==> src/include/coh_regs_pkg.sv <==
// Shared constants, carrier structs and decode helpers for the
// secure, status and imprecise error register bank.
// Assumes a single 200 MHz clock and a plain strobe register port.
package coh_regs_pkg;

	// Register port geometry
	localparam int ADDR_W = 8;
	localparam int DATA_W = 32;
	localparam int NUM_SLV = 5;
	localparam int NUM_MST = 3;
	localparam int NUM_IF = NUM_SLV + NUM_MST;

	// Byte offsets of the registers
	localparam logic [ADDR_W-1:0] OFS_SEC_CTRL = 8'h00;
	localparam logic [ADDR_W-1:0] OFS_STATUS = 8'h04;
	localparam logic [ADDR_W-1:0] OFS_ERR_LOG = 8'h08;
	localparam logic [ADDR_W-1:0] OFS_IRQ_STAT = 8'h0C;
	localparam logic [ADDR_W-1:0] OFS_IRQ_MASK = 8'h10;

	// Field positions
	localparam int BIT_OVERRIDE = 0;
	localparam int BIT_PENDING = 0;
	localparam int LSB_SLV_ERR = 16;
	localparam int LSB_MST_ERR = 0;
	localparam int BIT_IRQ_ERR = 0;
	localparam int BIT_IRQ_DONE = 1;

	// Values after reset
	localparam logic RST_OVERRIDE = 1'b0;
	localparam logic RST_PENDING = 1'b0;
	localparam logic [NUM_IF-1:0] RST_ERR_FLAGS = 8'h00;
	localparam logic [1:0] RST_IRQ = 2'h0;
	localparam logic [DATA_W-1:0] RST_RDATA = 32'h0000_0000;

	// One register access from a system master
	typedef struct packed {
		logic [ADDR_W-1:0] addr;
		logic [DATA_W-1:0] wdata;
		logic              wr;
		logic              rd;
		logic              secure;
	} reg_req_s;

	// Imprecise error responses seen this cycle, one bit per interface
	typedef struct packed {
		logic [NUM_SLV-1:0] slv;
		logic [NUM_MST-1:0] mst;
	} err_event_s;

	// Access is allowed when secure, or when the override opens it up
	function automatic logic access_ok(input logic secure,
	                                   input logic override);
		return secure | override;
	endfunction

	// Place the flag vector into its register layout
	function automatic logic [DATA_W-1:0] pack_log(
			input logic [NUM_IF-1:0] flags);
		logic [DATA_W-1:0] word;
		word = '0;
		word[LSB_SLV_ERR +: NUM_SLV] = flags[NUM_IF-1:NUM_MST];
		word[LSB_MST_ERR +: NUM_MST] = flags[NUM_MST-1:0];
		return word;
	endfunction

	// Pull the flag positions back out of a written word
	function automatic logic [NUM_IF-1:0] unpack_log(
			input logic [DATA_W-1:0] word);
		return {word[LSB_SLV_ERR +: NUM_SLV], word[LSB_MST_ERR +: NUM_MST]};
	endfunction

endpackage

==> src/rtl/secure_status_error_regs.sv <==
// Secure access control, enable change status and imprecise error
// register bank, with a small maskable interrupt block.
// Assumes the master drives one-cycle strobes with a secure attribute,
// and that the snoop fabric reports enable changes and AC traffic.
//
// Overview of operation
// Secure control written only by secure writes
// Override bit resets 0; 1 opens non-secure
// Pending reads 1 until enable changes apply
// Pending also 1 while disabled slave has AC
// Pending in bit 0, resets 0, read-only
// One sticky error flag per interface
// Flag stays set until one written
// Error interrupt low while any flag set
// Error log secure only unless override set
// Error flags reset to zero
// Reserved bits read zero; zero writes ignored
module secure_status_error_regs
	import coh_regs_pkg::*;
(
	// Clock and reset
	input  wire logic               clock,
	input  wire logic               resetn,
	// Register port
	input  wire reg_req_s           req,
	output logic      [DATA_W-1:0]  rdata,
	// Snoop fabric status
	input  wire logic               enables_modified,
	input  wire logic               enables_applied,
	input  wire logic [NUM_SLV-1:0] slave_snoop_disabled,
	input  wire logic [NUM_SLV-1:0] ac_outstanding,
	// Imprecise error responses
	input  wire err_event_s         err_event,
	// Interrupts
	output logic                    error_interrupt_low,
	output logic                    irq
);

	// Control state of the bank
	typedef struct packed {
		logic              override;
		logic              change;
		logic              pending;
		logic [1:0]        irq_stat;
		logic [1:0]        irq_mask;
		logic [DATA_W-1:0] rdata;
		logic              err_low;
		logic              irq;
	} ctl_state_s;

	ctl_state_s st_ff;
	ctl_state_s nxt_st;

	logic              rst_meta_ff;
	logic              rst_sync_ff;
	logic              rst_n;
	logic [NUM_IF-1:0] flags;
	logic              allowed;
	logic              wr_sec_ctrl;
	logic              wr_err_log;
	logic              wr_irq_stat;
	logic              wr_irq_mask;
	logic              ac_busy;
	logic [1:0]        irq_events;
	logic [DATA_W-1:0] rd_value;

	// Reset release through two flops; assertion stays asynchronous
	always_ff @(posedge clock or negedge resetn) begin
		if (!resetn) begin
			rst_meta_ff <= 1'b0;
			rst_sync_ff <= 1'b0;
		end else begin
			rst_meta_ff <= 1'b1;
			rst_sync_ff <= rst_meta_ff;
		end
	end

	assign rst_n = rst_sync_ff;

	// Access decode; the override only widens, never narrows, access
	assign allowed = access_ok(req.secure, st_ff.override);
	assign wr_sec_ctrl = req.wr && req.secure &&
	                     (req.addr == OFS_SEC_CTRL);
	assign wr_err_log = req.wr && allowed &&
	                    (req.addr == OFS_ERR_LOG);
	assign wr_irq_stat = req.wr && allowed && (req.addr == OFS_IRQ_STAT);
	assign wr_irq_mask = req.wr && allowed && (req.addr == OFS_IRQ_MASK);

	// A disabled slave still draining AC requests keeps things pending
	assign ac_busy = |(slave_snoop_disabled & ac_outstanding);

	// Sticky error flags live in their own module
	imprecise_error_flags u_flags (
		.clock    (clock),
		.rst_n    (rst_n),
		.set_ev   (err_event),
		.clr_en   (wr_err_log),
		.clr_mask (unpack_log(req.wdata)),
		.flags    (flags)
	);

	// Read mux; denied reads and unmapped offsets return zero
	always_comb begin
		rd_value = '0;
		case (req.addr)
			OFS_SEC_CTRL: begin
				rd_value[BIT_OVERRIDE] = st_ff.override;
			end
			OFS_STATUS: begin
				rd_value[BIT_PENDING] = st_ff.pending;
			end
			OFS_ERR_LOG: begin
				if (allowed) begin
					rd_value = pack_log(flags);
				end
			end
			OFS_IRQ_STAT: begin
				if (allowed) begin
					rd_value[1:0] = st_ff.irq_stat;
				end
			end
			OFS_IRQ_MASK: begin
				if (allowed) begin
					rd_value[1:0] = st_ff.irq_mask;
				end
			end
			default: begin
				rd_value = '0;
			end
		endcase
	end

	// Next state of the bank control registers; the error flags update in u_flags
	always_comb begin
		nxt_st = st_ff;
		// Only secure writers may move the override
		if (wr_sec_ctrl) begin
			nxt_st.override = req.wdata[BIT_OVERRIDE];
		end
		// A fresh change wins over an apply report in the same cycle
		if (enables_modified) begin
			nxt_st.change = 1'b1;
		end else if (enables_applied) begin
			nxt_st.change = 1'b0;
		end
		// Status writes are simply dropped: nothing decodes them
		nxt_st.pending = nxt_st.change | ac_busy;
		// Interrupt sources: any new error, and pending change completion.
		// Built here so the fall of pending needs no loop between processes
		irq_events = '0;
		irq_events[BIT_IRQ_ERR] = |err_event;
		irq_events[BIT_IRQ_DONE] = st_ff.pending && !nxt_st.pending;
		// Interrupt status: write one to clear, events win the tie
		nxt_st.irq_stat = st_ff.irq_stat &
		                  ~(wr_irq_stat ? req.wdata[1:0] : 2'h0);
		nxt_st.irq_stat = nxt_st.irq_stat | irq_events;
		if (wr_irq_mask) begin
			nxt_st.irq_mask = req.wdata[1:0];
		end
		nxt_st.irq = |(nxt_st.irq_stat & nxt_st.irq_mask);
		// Read data stands for exactly one cycle after the strobe
		nxt_st.rdata = req.rd ? rd_value : RST_RDATA;
		// Lags the flags by one cycle, keeping the output a flop
		nxt_st.err_low = ~(|flags);
	end

	// Bank control state registers here; the error flags sit in u_flags
	always_ff @(posedge clock or negedge rst_n) begin
		if (!rst_n) begin
			st_ff.override <= RST_OVERRIDE;
			st_ff.change <= RST_PENDING;
			st_ff.pending <= RST_PENDING;
			st_ff.irq_stat <= RST_IRQ;
			st_ff.irq_mask <= RST_IRQ;
			st_ff.rdata <= RST_RDATA;
			st_ff.err_low <= 1'b1;
			st_ff.irq <= 1'b0;
		end else begin
			st_ff <= nxt_st;
		end
	end

	assign rdata = st_ff.rdata;
	assign error_interrupt_low = st_ff.err_low;
	assign irq = st_ff.irq;
endmodule

==> src/rtl/imprecise_error_flags.sv <==
// Sticky imprecise error flags, one per slave and master interface.
// Assumes set and clear requests are synchronous to clock.
module imprecise_error_flags
	import coh_regs_pkg::*;
(
	// Clock and reset
	input  wire logic              clock,
	input  wire logic              rst_n,
	// Events and clears
	input  wire err_event_s        set_ev,
	input  wire logic              clr_en,
	input  wire logic [NUM_IF-1:0] clr_mask,
	// Flag state
	output logic      [NUM_IF-1:0] flags
);

	typedef struct packed {
		logic [NUM_IF-1:0] flags;
	} flag_state_s;

	flag_state_s st_ff;
	flag_state_s nxt_st;

	// Clear by writing ones; a new error in the same cycle still lands
	always_comb begin
		nxt_st = st_ff;
		nxt_st.flags = st_ff.flags & ~(clr_en ? clr_mask : '0);
		nxt_st.flags = nxt_st.flags | set_ev;
	end

	// Flags start clear after reset
	always_ff @(posedge clock or negedge rst_n) begin
		if (!rst_n) begin
			st_ff.flags <= RST_ERR_FLAGS;
		end else begin
			st_ff <= nxt_st;
		end
	end

	assign flags = st_ff.flags;

endmodule

==> config.mk <==
export PLATFORM = sky130hd
export DESIGN_NAME = secure_status_error_regs
export DESIGN_NICKNAME = d
export VERILOG_FILES = /design/src/include/coh_regs_pkg.sv /design/src/rtl/secure_status_error_regs.sv /design/src/rtl/imprecise_error_flags.sv
export SDC_FILE = /design/constraint.sdc
export NUM_CORES = 1
export LEC_CHECK = 0
export BUFFER_PORTS_ARGS = -buffer_cell sky130_fd_sc_hd__buf_2
export CORE_MARGIN = 1.5
export CORE_UTILIZATION = 37
export DETAILED_ROUTE_END_ITERATION = 6
export PLACE_DENSITY = 0.84
export SETUP_SLACK_MARGIN = 0.15
export SLEW_MARGIN = 20
export SYNTH_ARGS = -nofsm -noshare
export SYNTH_HDL_FRONTEND = slang
export SYNTH_SLANG_ARGS = --single-unit
export TNS_END_PERCENT = 50
==> constraint.sdc <==
create_clock -name clock -period 0.85 [get_ports clock]
set_clock_uncertainty 0.1 [all_clocks]
set_input_delay 0.1275 -clock clock [delete_from_list [all_inputs] [get_ports clock]]
set_output_delay 0.1275 -clock clock [all_outputs]
set_load 0.005 [all_outputs]
Word level (Yosys, flattened, before mapping)
Index checks and enable logic that the tools add are counted.
{ "word_totals": {"regBits": 51, "out_inout_bits": 34, "wordCells": 51} }
{ "op_classes": {"n_eq_ne": 4, "n_mux": 12, "bitwise_logic": 11, "reduce_logical": 13} }
{ "op_table": {"columns": ["cell", "count"], "rows": [
  ["$mux 32", 1],
  ["$mux 30", 1],
  ["$mux 21", 1],
  ["$eq 8x4->1 const B", 2],
  ["$reduce_or 8->1", 2],
  ["$and 8x8->8", 1],
  ["$eq 8x3->1 const B", 1],
  ["$eq 8x5->1 const B", 1],
  ["$logic_not 8->1", 1],
  ["$mux 2", 4],
  ["$mux 8", 1],
  ["$not 8->8", 1],
  ["$or 8x8->8", 1],
  ["$logic_and 1x1->1", 7],
  ["$and 5x5->5", 1],
  ["$pmux 1 s5", 1],
  ["$reduce_or 5->1", 1],
  ["$and 2x2->2", 2],
  ["$pmux 1 s3", 1],
  ["$mux 1", 2],
  ["$not 2->2", 1],
  ["$or 1x1->1", 2],
  ["$or 2x2->2", 1],
  ["$reduce_or 2->1", 1],
  ["other kinds (2)", 2]
]} }

Longest topological paths before layout
Gate-level depths: netlist (run 1).
{ "logic_depth": {"word_depth": 9, "mapped_depth": 5} }

Cells and area by module
From an unflattened synthesis (run 1), not the netlist that was laid out.
{ "hier_totals": {"hier_cells": 126, "area_unflattened_um2": 1392.6} }
{ "by_module_without_submodules": {"columns": ["module", "n_inst", "cells_each", "area_each_um2", "seq_area_each_um2"], "rows": [
  ["secure_status_error_regs", 1, 101, 1094.8, 476.7],
  ["imprecise_error_flags", 1, 25, 297.8, 200.2]
]} }

Worst setup path before layout (run 1)
OpenSTA, ideal clock, no wires.
{ "synth_path": {"path_type": "input -> register", "start": "in req[42] in the netlist's numbering", "end": "reg, netlist name irq", "t_arrival_ns": 1.781, "setup_slack_ns": -1.152, "path_stages": 5, "n_path_buf": 1, "cell_sequence": "or4_1 buf_2 or4_4 mux2_4 a22o_1"} }
{ "synth_lines": {"columns": ["element", "line_no", "source"], "rows": [
  ["start: declaration", "secure_status_error_regs.sv:25", "input wire reg_req_s req,"]
]} }

==> impl_metrics.env, run 1 <==
export IMPL_outcome="complete, but fails checks"
export IMPL_violations="hold timing, setup timing"
export IMPL_wl_per_cell_um=13.0
export IMPL_n_fill_cell=301
export IMPL_grt_ovfl_total=0
export IMPL_vias=1249
export IMPL_yosysWarnings=0
export IMPL_port_buffer_count=50
export IMPL_routed_wl_um=3470
export IMPL_ff2ff_path_depth=4
export IMPL_rsz0062_at_grt="yes"
export IMPL_nNetsFinal=284
export IMPL_track_usage_pct=17.1
export IMPL_start_util_pct=38.6
export IMPL_synth_cell_area_sq_um=1420
export IMPL_dieArea_sq_um=4230
export IMPL_max_freq_mhz=577
export IMPL_whs_ns=-0.0633
export IMPL_place_gp_congestion=0.904
export IMPL_layout_common_cells="buf_2 (49), buf_4 (35), conb_1 (25), dfrtp_1 (25), a21o_1 (9)"
export IMPL_vdd_drop_max_mv=1.03
export IMPL_drc=0
export IMPL_root_buffer="clkbuf_8"
export IMPL_grt_pass1_vias=1223
export IMPL_multi_input_area_sq_um=632
export IMPL_coreArea_sq_um=3690
export IMPL_required_ns=0.92
export IMPL_synth_seq_cells=27
export IMPL_total_power_mw=2.47
export IMPL_hp_class="primary input to register"
export IMPL_layout_cells_most_common="buf_2"
export IMPL_period_needed_ns=1.73
export IMPL_synth_cell_types=37
export IMPL_r2r_start="st_ff[40]$_DFFE_PN0P_"
export IMPL_clock_latency_ns=0.28
export IMPL_rows=22
export IMPL_ant_nets=0
export IMPL_final_cells=266
export IMPL_cts_hold_buf=1
export IMPL_crit_type="register to register"
export IMPL_ys_seq_area_share_pct=47.5
export IMPL_start_kind="register"
export IMPL_fp_dieW_um=65.0
export IMPL_crit_chain="o21ai_2 -> or4_4 -> mux2_4 -> a22o_1"
export IMPL_final_area_sq_um=2040
export IMPL_grt_max_degree=17
export IMPL_chipHeight_um=65.0
export IMPL_ff_latch_area_sq_um=678
export IMPL_drv_slew=0
export IMPL_max_stage_delay_ns=0.55
export IMPL_p_leak_nw=0.990
export IMPL_dr_first_iter_drc_count=18
export IMPL_cts_buffers_inserted=3
export IMPL_antenna_cells=0
export IMPL_r2r_end="irq$_DFF_PN0_"
export IMPL_antenna_found_initial=0
export IMPL_postSynthCellCount=135
export IMPL_drv_cap=0
export IMPL_hold_end="u_flags.flags[4]$_DFF_PN0_"
export IMPL_worstPathMaxFanout=2
export IMPL_setup_violations=35
export IMPL_place_area_sq_um=1860
export IMPL_reg2reg_slack_ns=-0.88
export IMPL_period_share_pct=204
export IMPL_setup_ws_ns=-0.882
export IMPL_area_growth_pct=43.6
export IMPL_clock_path_buffers=2
export IMPL_tritoncts="yes"
export IMPL_worstPathArrival_ns=1.80
export IMPL_drive_gt1_share_pct=57.3
export IMPL_io_pins=99
export IMPL_hold_depth=2
export IMPL_placedCellCount=256
export IMPL_drt_vias_per_instance=4.70
export IMPL_worst_setup_path_end_kind="register"
export IMPL_htreeDepth=1
export IMPL_slowest_stage="or4_4"
export IMPL_avgSynthCellArea_sq_um=10.5
export IMPL_drtPass1Iterations=4
export IMPL_powerDensity_nw_per_um2=1210
export IMPL_hold_violations=2
export IMPL_path_clk_slew_ns=0.09
export IMPL_tns_ns=-16.58
export IMPL_grt_pass1_wl_um=5460
export IMPL_cts_num_sinks=27
export IMPL_place_hpwl_um=2580
export IMPL_min_delay_start="err_event[4]"
[worst max-delay path: cells and delay by family (launching register included)]
| family | cells | cell delay (ns) |
|---|---|---|
| mux | 1 | 0.32 |
| flops | 1 | 0.37 |
| compound gates | 2 | 0.29 |
| simple gates | 1 | 0.55 |
[synthesized netlist by cell type, drive strengths merged]
| cell type | count | area share, % |
|---|---|---|
| buf | 33 | 17 |
| dfrtp | 26 | 46 |
| a21o | 9 | 4.7 |
| nand2 | 9 | 2.4 |
| and2 | 6 | 2.6 |
| or4 | 5 | 2.9 |
| mux2 | 4 | 3.7 |
| nor2 | 4 | 1.1 |
| nor4 | 4 | 2.2 |
| clkbuf | 3 | 0.79 |
| inv | 3 | 0.79 |
| a21oi | 2 | 0.70 |
| conb | 2 | 0.53 |
| nand2b | 2 | 0.88 |
| nand3b | 2 | 1.1 |
| nand4b | 2 | 1.2 |
| nor3 | 2 | 0.70 |
| o21ai | 2 | 0.70 |
| or2 | 2 | 0.88 |
| a222oi | 1 | 0.70 |
| a22o | 1 | 0.62 |
| a22oi | 1 | 0.53 |
| a311oi | 1 | 0.62 |
| a31o | 1 | 0.62 |
| a32o | 1 | 0.70 |
| a41o | 1 | 0.70 |
| a41oi | 1 | 0.62 |
| dfstp | 1 | 1.8 |
| mux2i | 1 | 0.70 |
| nand3 | 1 | 0.35 |
| nand4 | 1 | 0.44 |
| o41a | 1 | 0.79 |
[timing repair]
item | in CTS | in global routing
gates resized for setup | 13 | 13
hold endpoints to repair | 4 | 2
pin swaps | 22 | 8
setup buffers | 2 | 3
setup endpoints to repair | 35 | 35
gates cloned | 0 | 0
[flip-flops by register name (all words and copies together) (netlist names)]
register and cells:
rdata 8, error_interrupt_low 1, rst_meta_ff 1, irq 1
u_flags.flags 8, st_ff 7, rst_n 1
[how the worst max path moves through the flow]
stage	start	to	slack, ns	depth (start not counted)
finish	st_ff[40]$_DFFE_PN0P_	irq$_DFF_PN0_	-0.88	4
detailed placement	req[42]	irq$_DFF_PN0_	-1.12	5
global route	st_ff[40]$_DFFE_PN0P_	irq$_DFF_PN0_	-0.94	4
CTS	st_ff[40]$_DFFE_PN0P_	irq$_DFF_PN0_	-0.87	4
floorplan	req[42]	irq$_DFF_PN0_	-1.08	5
global placement	req[42]	irq$_DFF_PN0_	-1.09	5
[routing by layer]
layer / vias to the layer above / GRT usage [%] / share of wire (%)
met3: 14 / 2.60 / 5.8
met4: 0 / 11.2 / 4.1
met1: 588 / 21.2 / 41
met5: - / 0 / 0
li1: 579 / - / -
met2: 68 / 27.6 / 49
[stage by stage]
stage / setup WS, ns / hold slack, ns / utilization (%)
3_3_place_gp: -1.09 / -0.188 / 50.5
4_1_cts: -0.874 / -0.0630 / 54.0
5_1_grt: -0.938 / -0.0705 / 55.4
6_report: -0.882 / -0.0633 / 55.4
3_5_place_dp: -1.12 / -0.187 / 50.5
2_1_floorplan: -1.08 / -0.268 / -
[power breakdown]
| group | switching [mW] | internal [mW] |
|---|---|---|
| registers | 0.0205 | 1.30 |
| logic | 0.184 | 0.214 |
| clock network | 0.411 | 0.333 |
| total | 0.615 | 1.85 |
[cell type report]
| cell class | count | share of cell area [%] |
|---|---|---|
| clock buffers | 3 | 2.02 |
| clock inverters | 1 | 0.367 |
| inverters | 3 | 0.551 |
| multi-input cells | 92 | 30.9 |
| flip-flops and latches | 27 | 33.2 |
| well taps | 48 | 2.94 |
| repair buffers | 92 | 30.0 |
[kinds of logic after synthesis]
kind of cell    count (synthesis)  share of synthesized area (%)
flops                          27                           47.5
buf+inv                        39                           18.8
other cells                     2                          0.527
mux                             5                           4.39
simple gates                   40                           16.7
compound gates                 22                           12.0
Note: power is estimated with default switching activity, not from simulation.
==> run 2: changes to the inputs <==
CELL_PAD_IN_SITES_DETAIL_PLACEMENT = 0   (was default)
CELL_PAD_IN_SITES_GLOBAL_PLACEMENT = 1   (was default)
CORE_UTILIZATION = 26   (was 37)
PLACE_DENSITY = 0.83   (was 0.84)
==> impl_metrics.env, run 2 (synthesized netlist as in run 1, its figures left out) <==
export IMPL_dr_wl_met3_um=158
export IMPL_layout_cells_most_common="buf_2"
export IMPL_vdd_drop_max_mv=0.582
export IMPL_fp_dieW_um=77
export IMPL_ant_nets=0
export IMPL_drv_slew=0
export IMPL_vias=1172
export IMPL_drt_vias_per_instance=4.13
export IMPL_reg2reg_slack_ns=-0.87
export IMPL_whs_ns=-0.0547
export IMPL_setup_violations=34
export IMPL_io_pins=99
export IMPL_tritoncts="yes"
export IMPL_required_ns=0.92
export IMPL_tns_ns=-14.75
export IMPL_grt_pass1_wl_um=5370
export IMPL_place_hpwl_um=2660
export IMPL_dpl_worst_slack_ns=-1.12
export IMPL_hold_violations=6
export IMPL_min_delay_start="err_event[3]"
export IMPL_violations="hold timing, setup timing"
export IMPL_p_leak_nw=0.975
export IMPL_htreeDepth=1
export IMPL_worstPathArrival_ns=1.79
export IMPL_wl_per_cell_um=12.0
export IMPL_hp_class="primary input to register"
export IMPL_antenna_found_initial=0
export IMPL_rows=26
export IMPL_track_usage_pct=11.5
export IMPL_nNetsFinal=280
export IMPL_antenna_cells=0
export IMPL_drive_gt1_share_pct=56.5
export IMPL_worstPathMaxFanout=2
export IMPL_wl_met2_um=1750
export IMPL_crit_chain="o21ai_2 -> or4_4 -> mux2_4 -> a22o_1"
export IMPL_n_fill_cell=529
export IMPL_path_clk_slew_ns=0.09
export IMPL_routed_wl_um=3410
export IMPL_dr_first_iter_drc_count=30
export IMPL_place_gp_congestion=0.884
export IMPL_max_stage_delay_ns=0.55
export IMPL_cts_buffers_inserted=3
export IMPL_final_area_sq_um=2040
export IMPL_cts_hold_buf=1
export IMPL_r2r_start="st_ff[40]$_DFFE_PN0P_"
export IMPL_period_needed_ns=1.72
export IMPL_rsz0062_at_grt="yes"
export IMPL_port_buffer_count=50
export IMPL_grt_pass1_vias=1165
export IMPL_wl_met1_um=1400
export IMPL_final_util_pct=39.3
export IMPL_place_area_sq_um=1880
export IMPL_drv_cap=0
export IMPL_crit_type="register to register"
export IMPL_drc=0
export IMPL_period_share_pct=203
export IMPL_area_growth_pct=43.5
export IMPL_start_kind="register"
export IMPL_cts_num_sinks=27
export IMPL_worst_setup_path_end_kind="register"
export IMPL_layout_common_cells="buf_2 (48), buf_4 (33), conb_1 (25), dfrtp_1 (25), a21o_1 (9)"
export IMPL_reg_top3="rdata (8), u_flags.flags (8), st_ff (7)"
export IMPL_powerDensity_nw_per_um2=1190
export IMPL_clock_latency_ns=0.28
export IMPL_crit_path_start="st_ff[40]$_DFFE_PN0P_"
export IMPL_grt_max_degree=17
export IMPL_coreArea_sq_um=5200
export IMPL_setup_ws_ns=-0.872
export IMPL_drtPass1Iterations=4
export IMPL_max_freq_mhz=581
export IMPL_root_buffer="clkbuf_8"
export IMPL_outcome="complete, but fails checks"
export IMPL_clock_path_buffers=2
export IMPL_highest_layer="met4"
export IMPL_start_util_pct=27.4
export IMPL_dieArea_sq_um=5930
export IMPL_grt_ovfl_total=0
export IMPL_chipHeight_um=77
export IMPL_slowest_stage="or4_4"
run 2: per-stage QoR:
| stage | total power, mW | instances |
|---|---|---|
| floorplan | 1.54 | 158 |
| global placement | 1.68 | 278 |
| detailed placement | 1.69 | 278 |
| CTS | 2.45 | 284 |
| global route | 2.57 | 284 |
| finish | 2.44 | 284 |
run 2: report_power, final:
part	switching, mW	internal [mW]	total (mW)
registers	0.0144	1.30	1.32
logic	0.183	0.199	0.382
clock network	0.404	0.333	0.737
run 2: area by class of cell:
class | count | area (sq um) | area share [%]
timing repair buffer | 88 | 574 | 28.1
multi-input combinational | 92 | 643 | 31.5
inverter | 3 | 11.3 | 0.551
clock buffer | 3 | 41.3 | 2.02
tap | 70 | 87.6 | 4.29
clock inverter | 1 | 7.51 | 0.367
sequential | 27 | 678 | 33.2
run 2: worst max-delay path, delay by kind of cell (launching register included):
kind	cells	cell delay [ns]
DFF	1	0.38
muxes	1	0.32
AOI/OAI and AO/OA	2	0.26
and+or+nand+nor	1	0.55
run 2: per-layer routing:
| metal | track usage (%) | up-vias |
|---|---|---|
| li1 | - | 570 |
| met1 | 14.2 | 555 |
| met2 | 19.1 | 39 |
| met3 | 1.55 | 8 |
| met4 | 6.73 | 0 |
| met5 | 0 | - |
run 2: repair_timing:
action,4_1_cts,5_1_grt
hold endpoints to repair,8,4
gates resized for setup,16,10
endpoints found under the setup margin,35,35
buffers inserted,1,0
gates cloned,0,0
pin swaps,25,2
run 2: worst paths after layout:
check	endpoint	depth (start not counted)
worst max register to register	irq$_DFF_PN0_	4
min in group asynchronous	rdata[20]$_DFF_PN0_	0
worst min register to register	rdata[20]$_DFF_PN0_	0
worst max-delay path	irq$_DFF_PN0_	4
max in group asynchronous	rdata[19]$_DFF_PN0_	1
worst min-delay path	u_flags.flags[3]$_DFF_PN0_	2
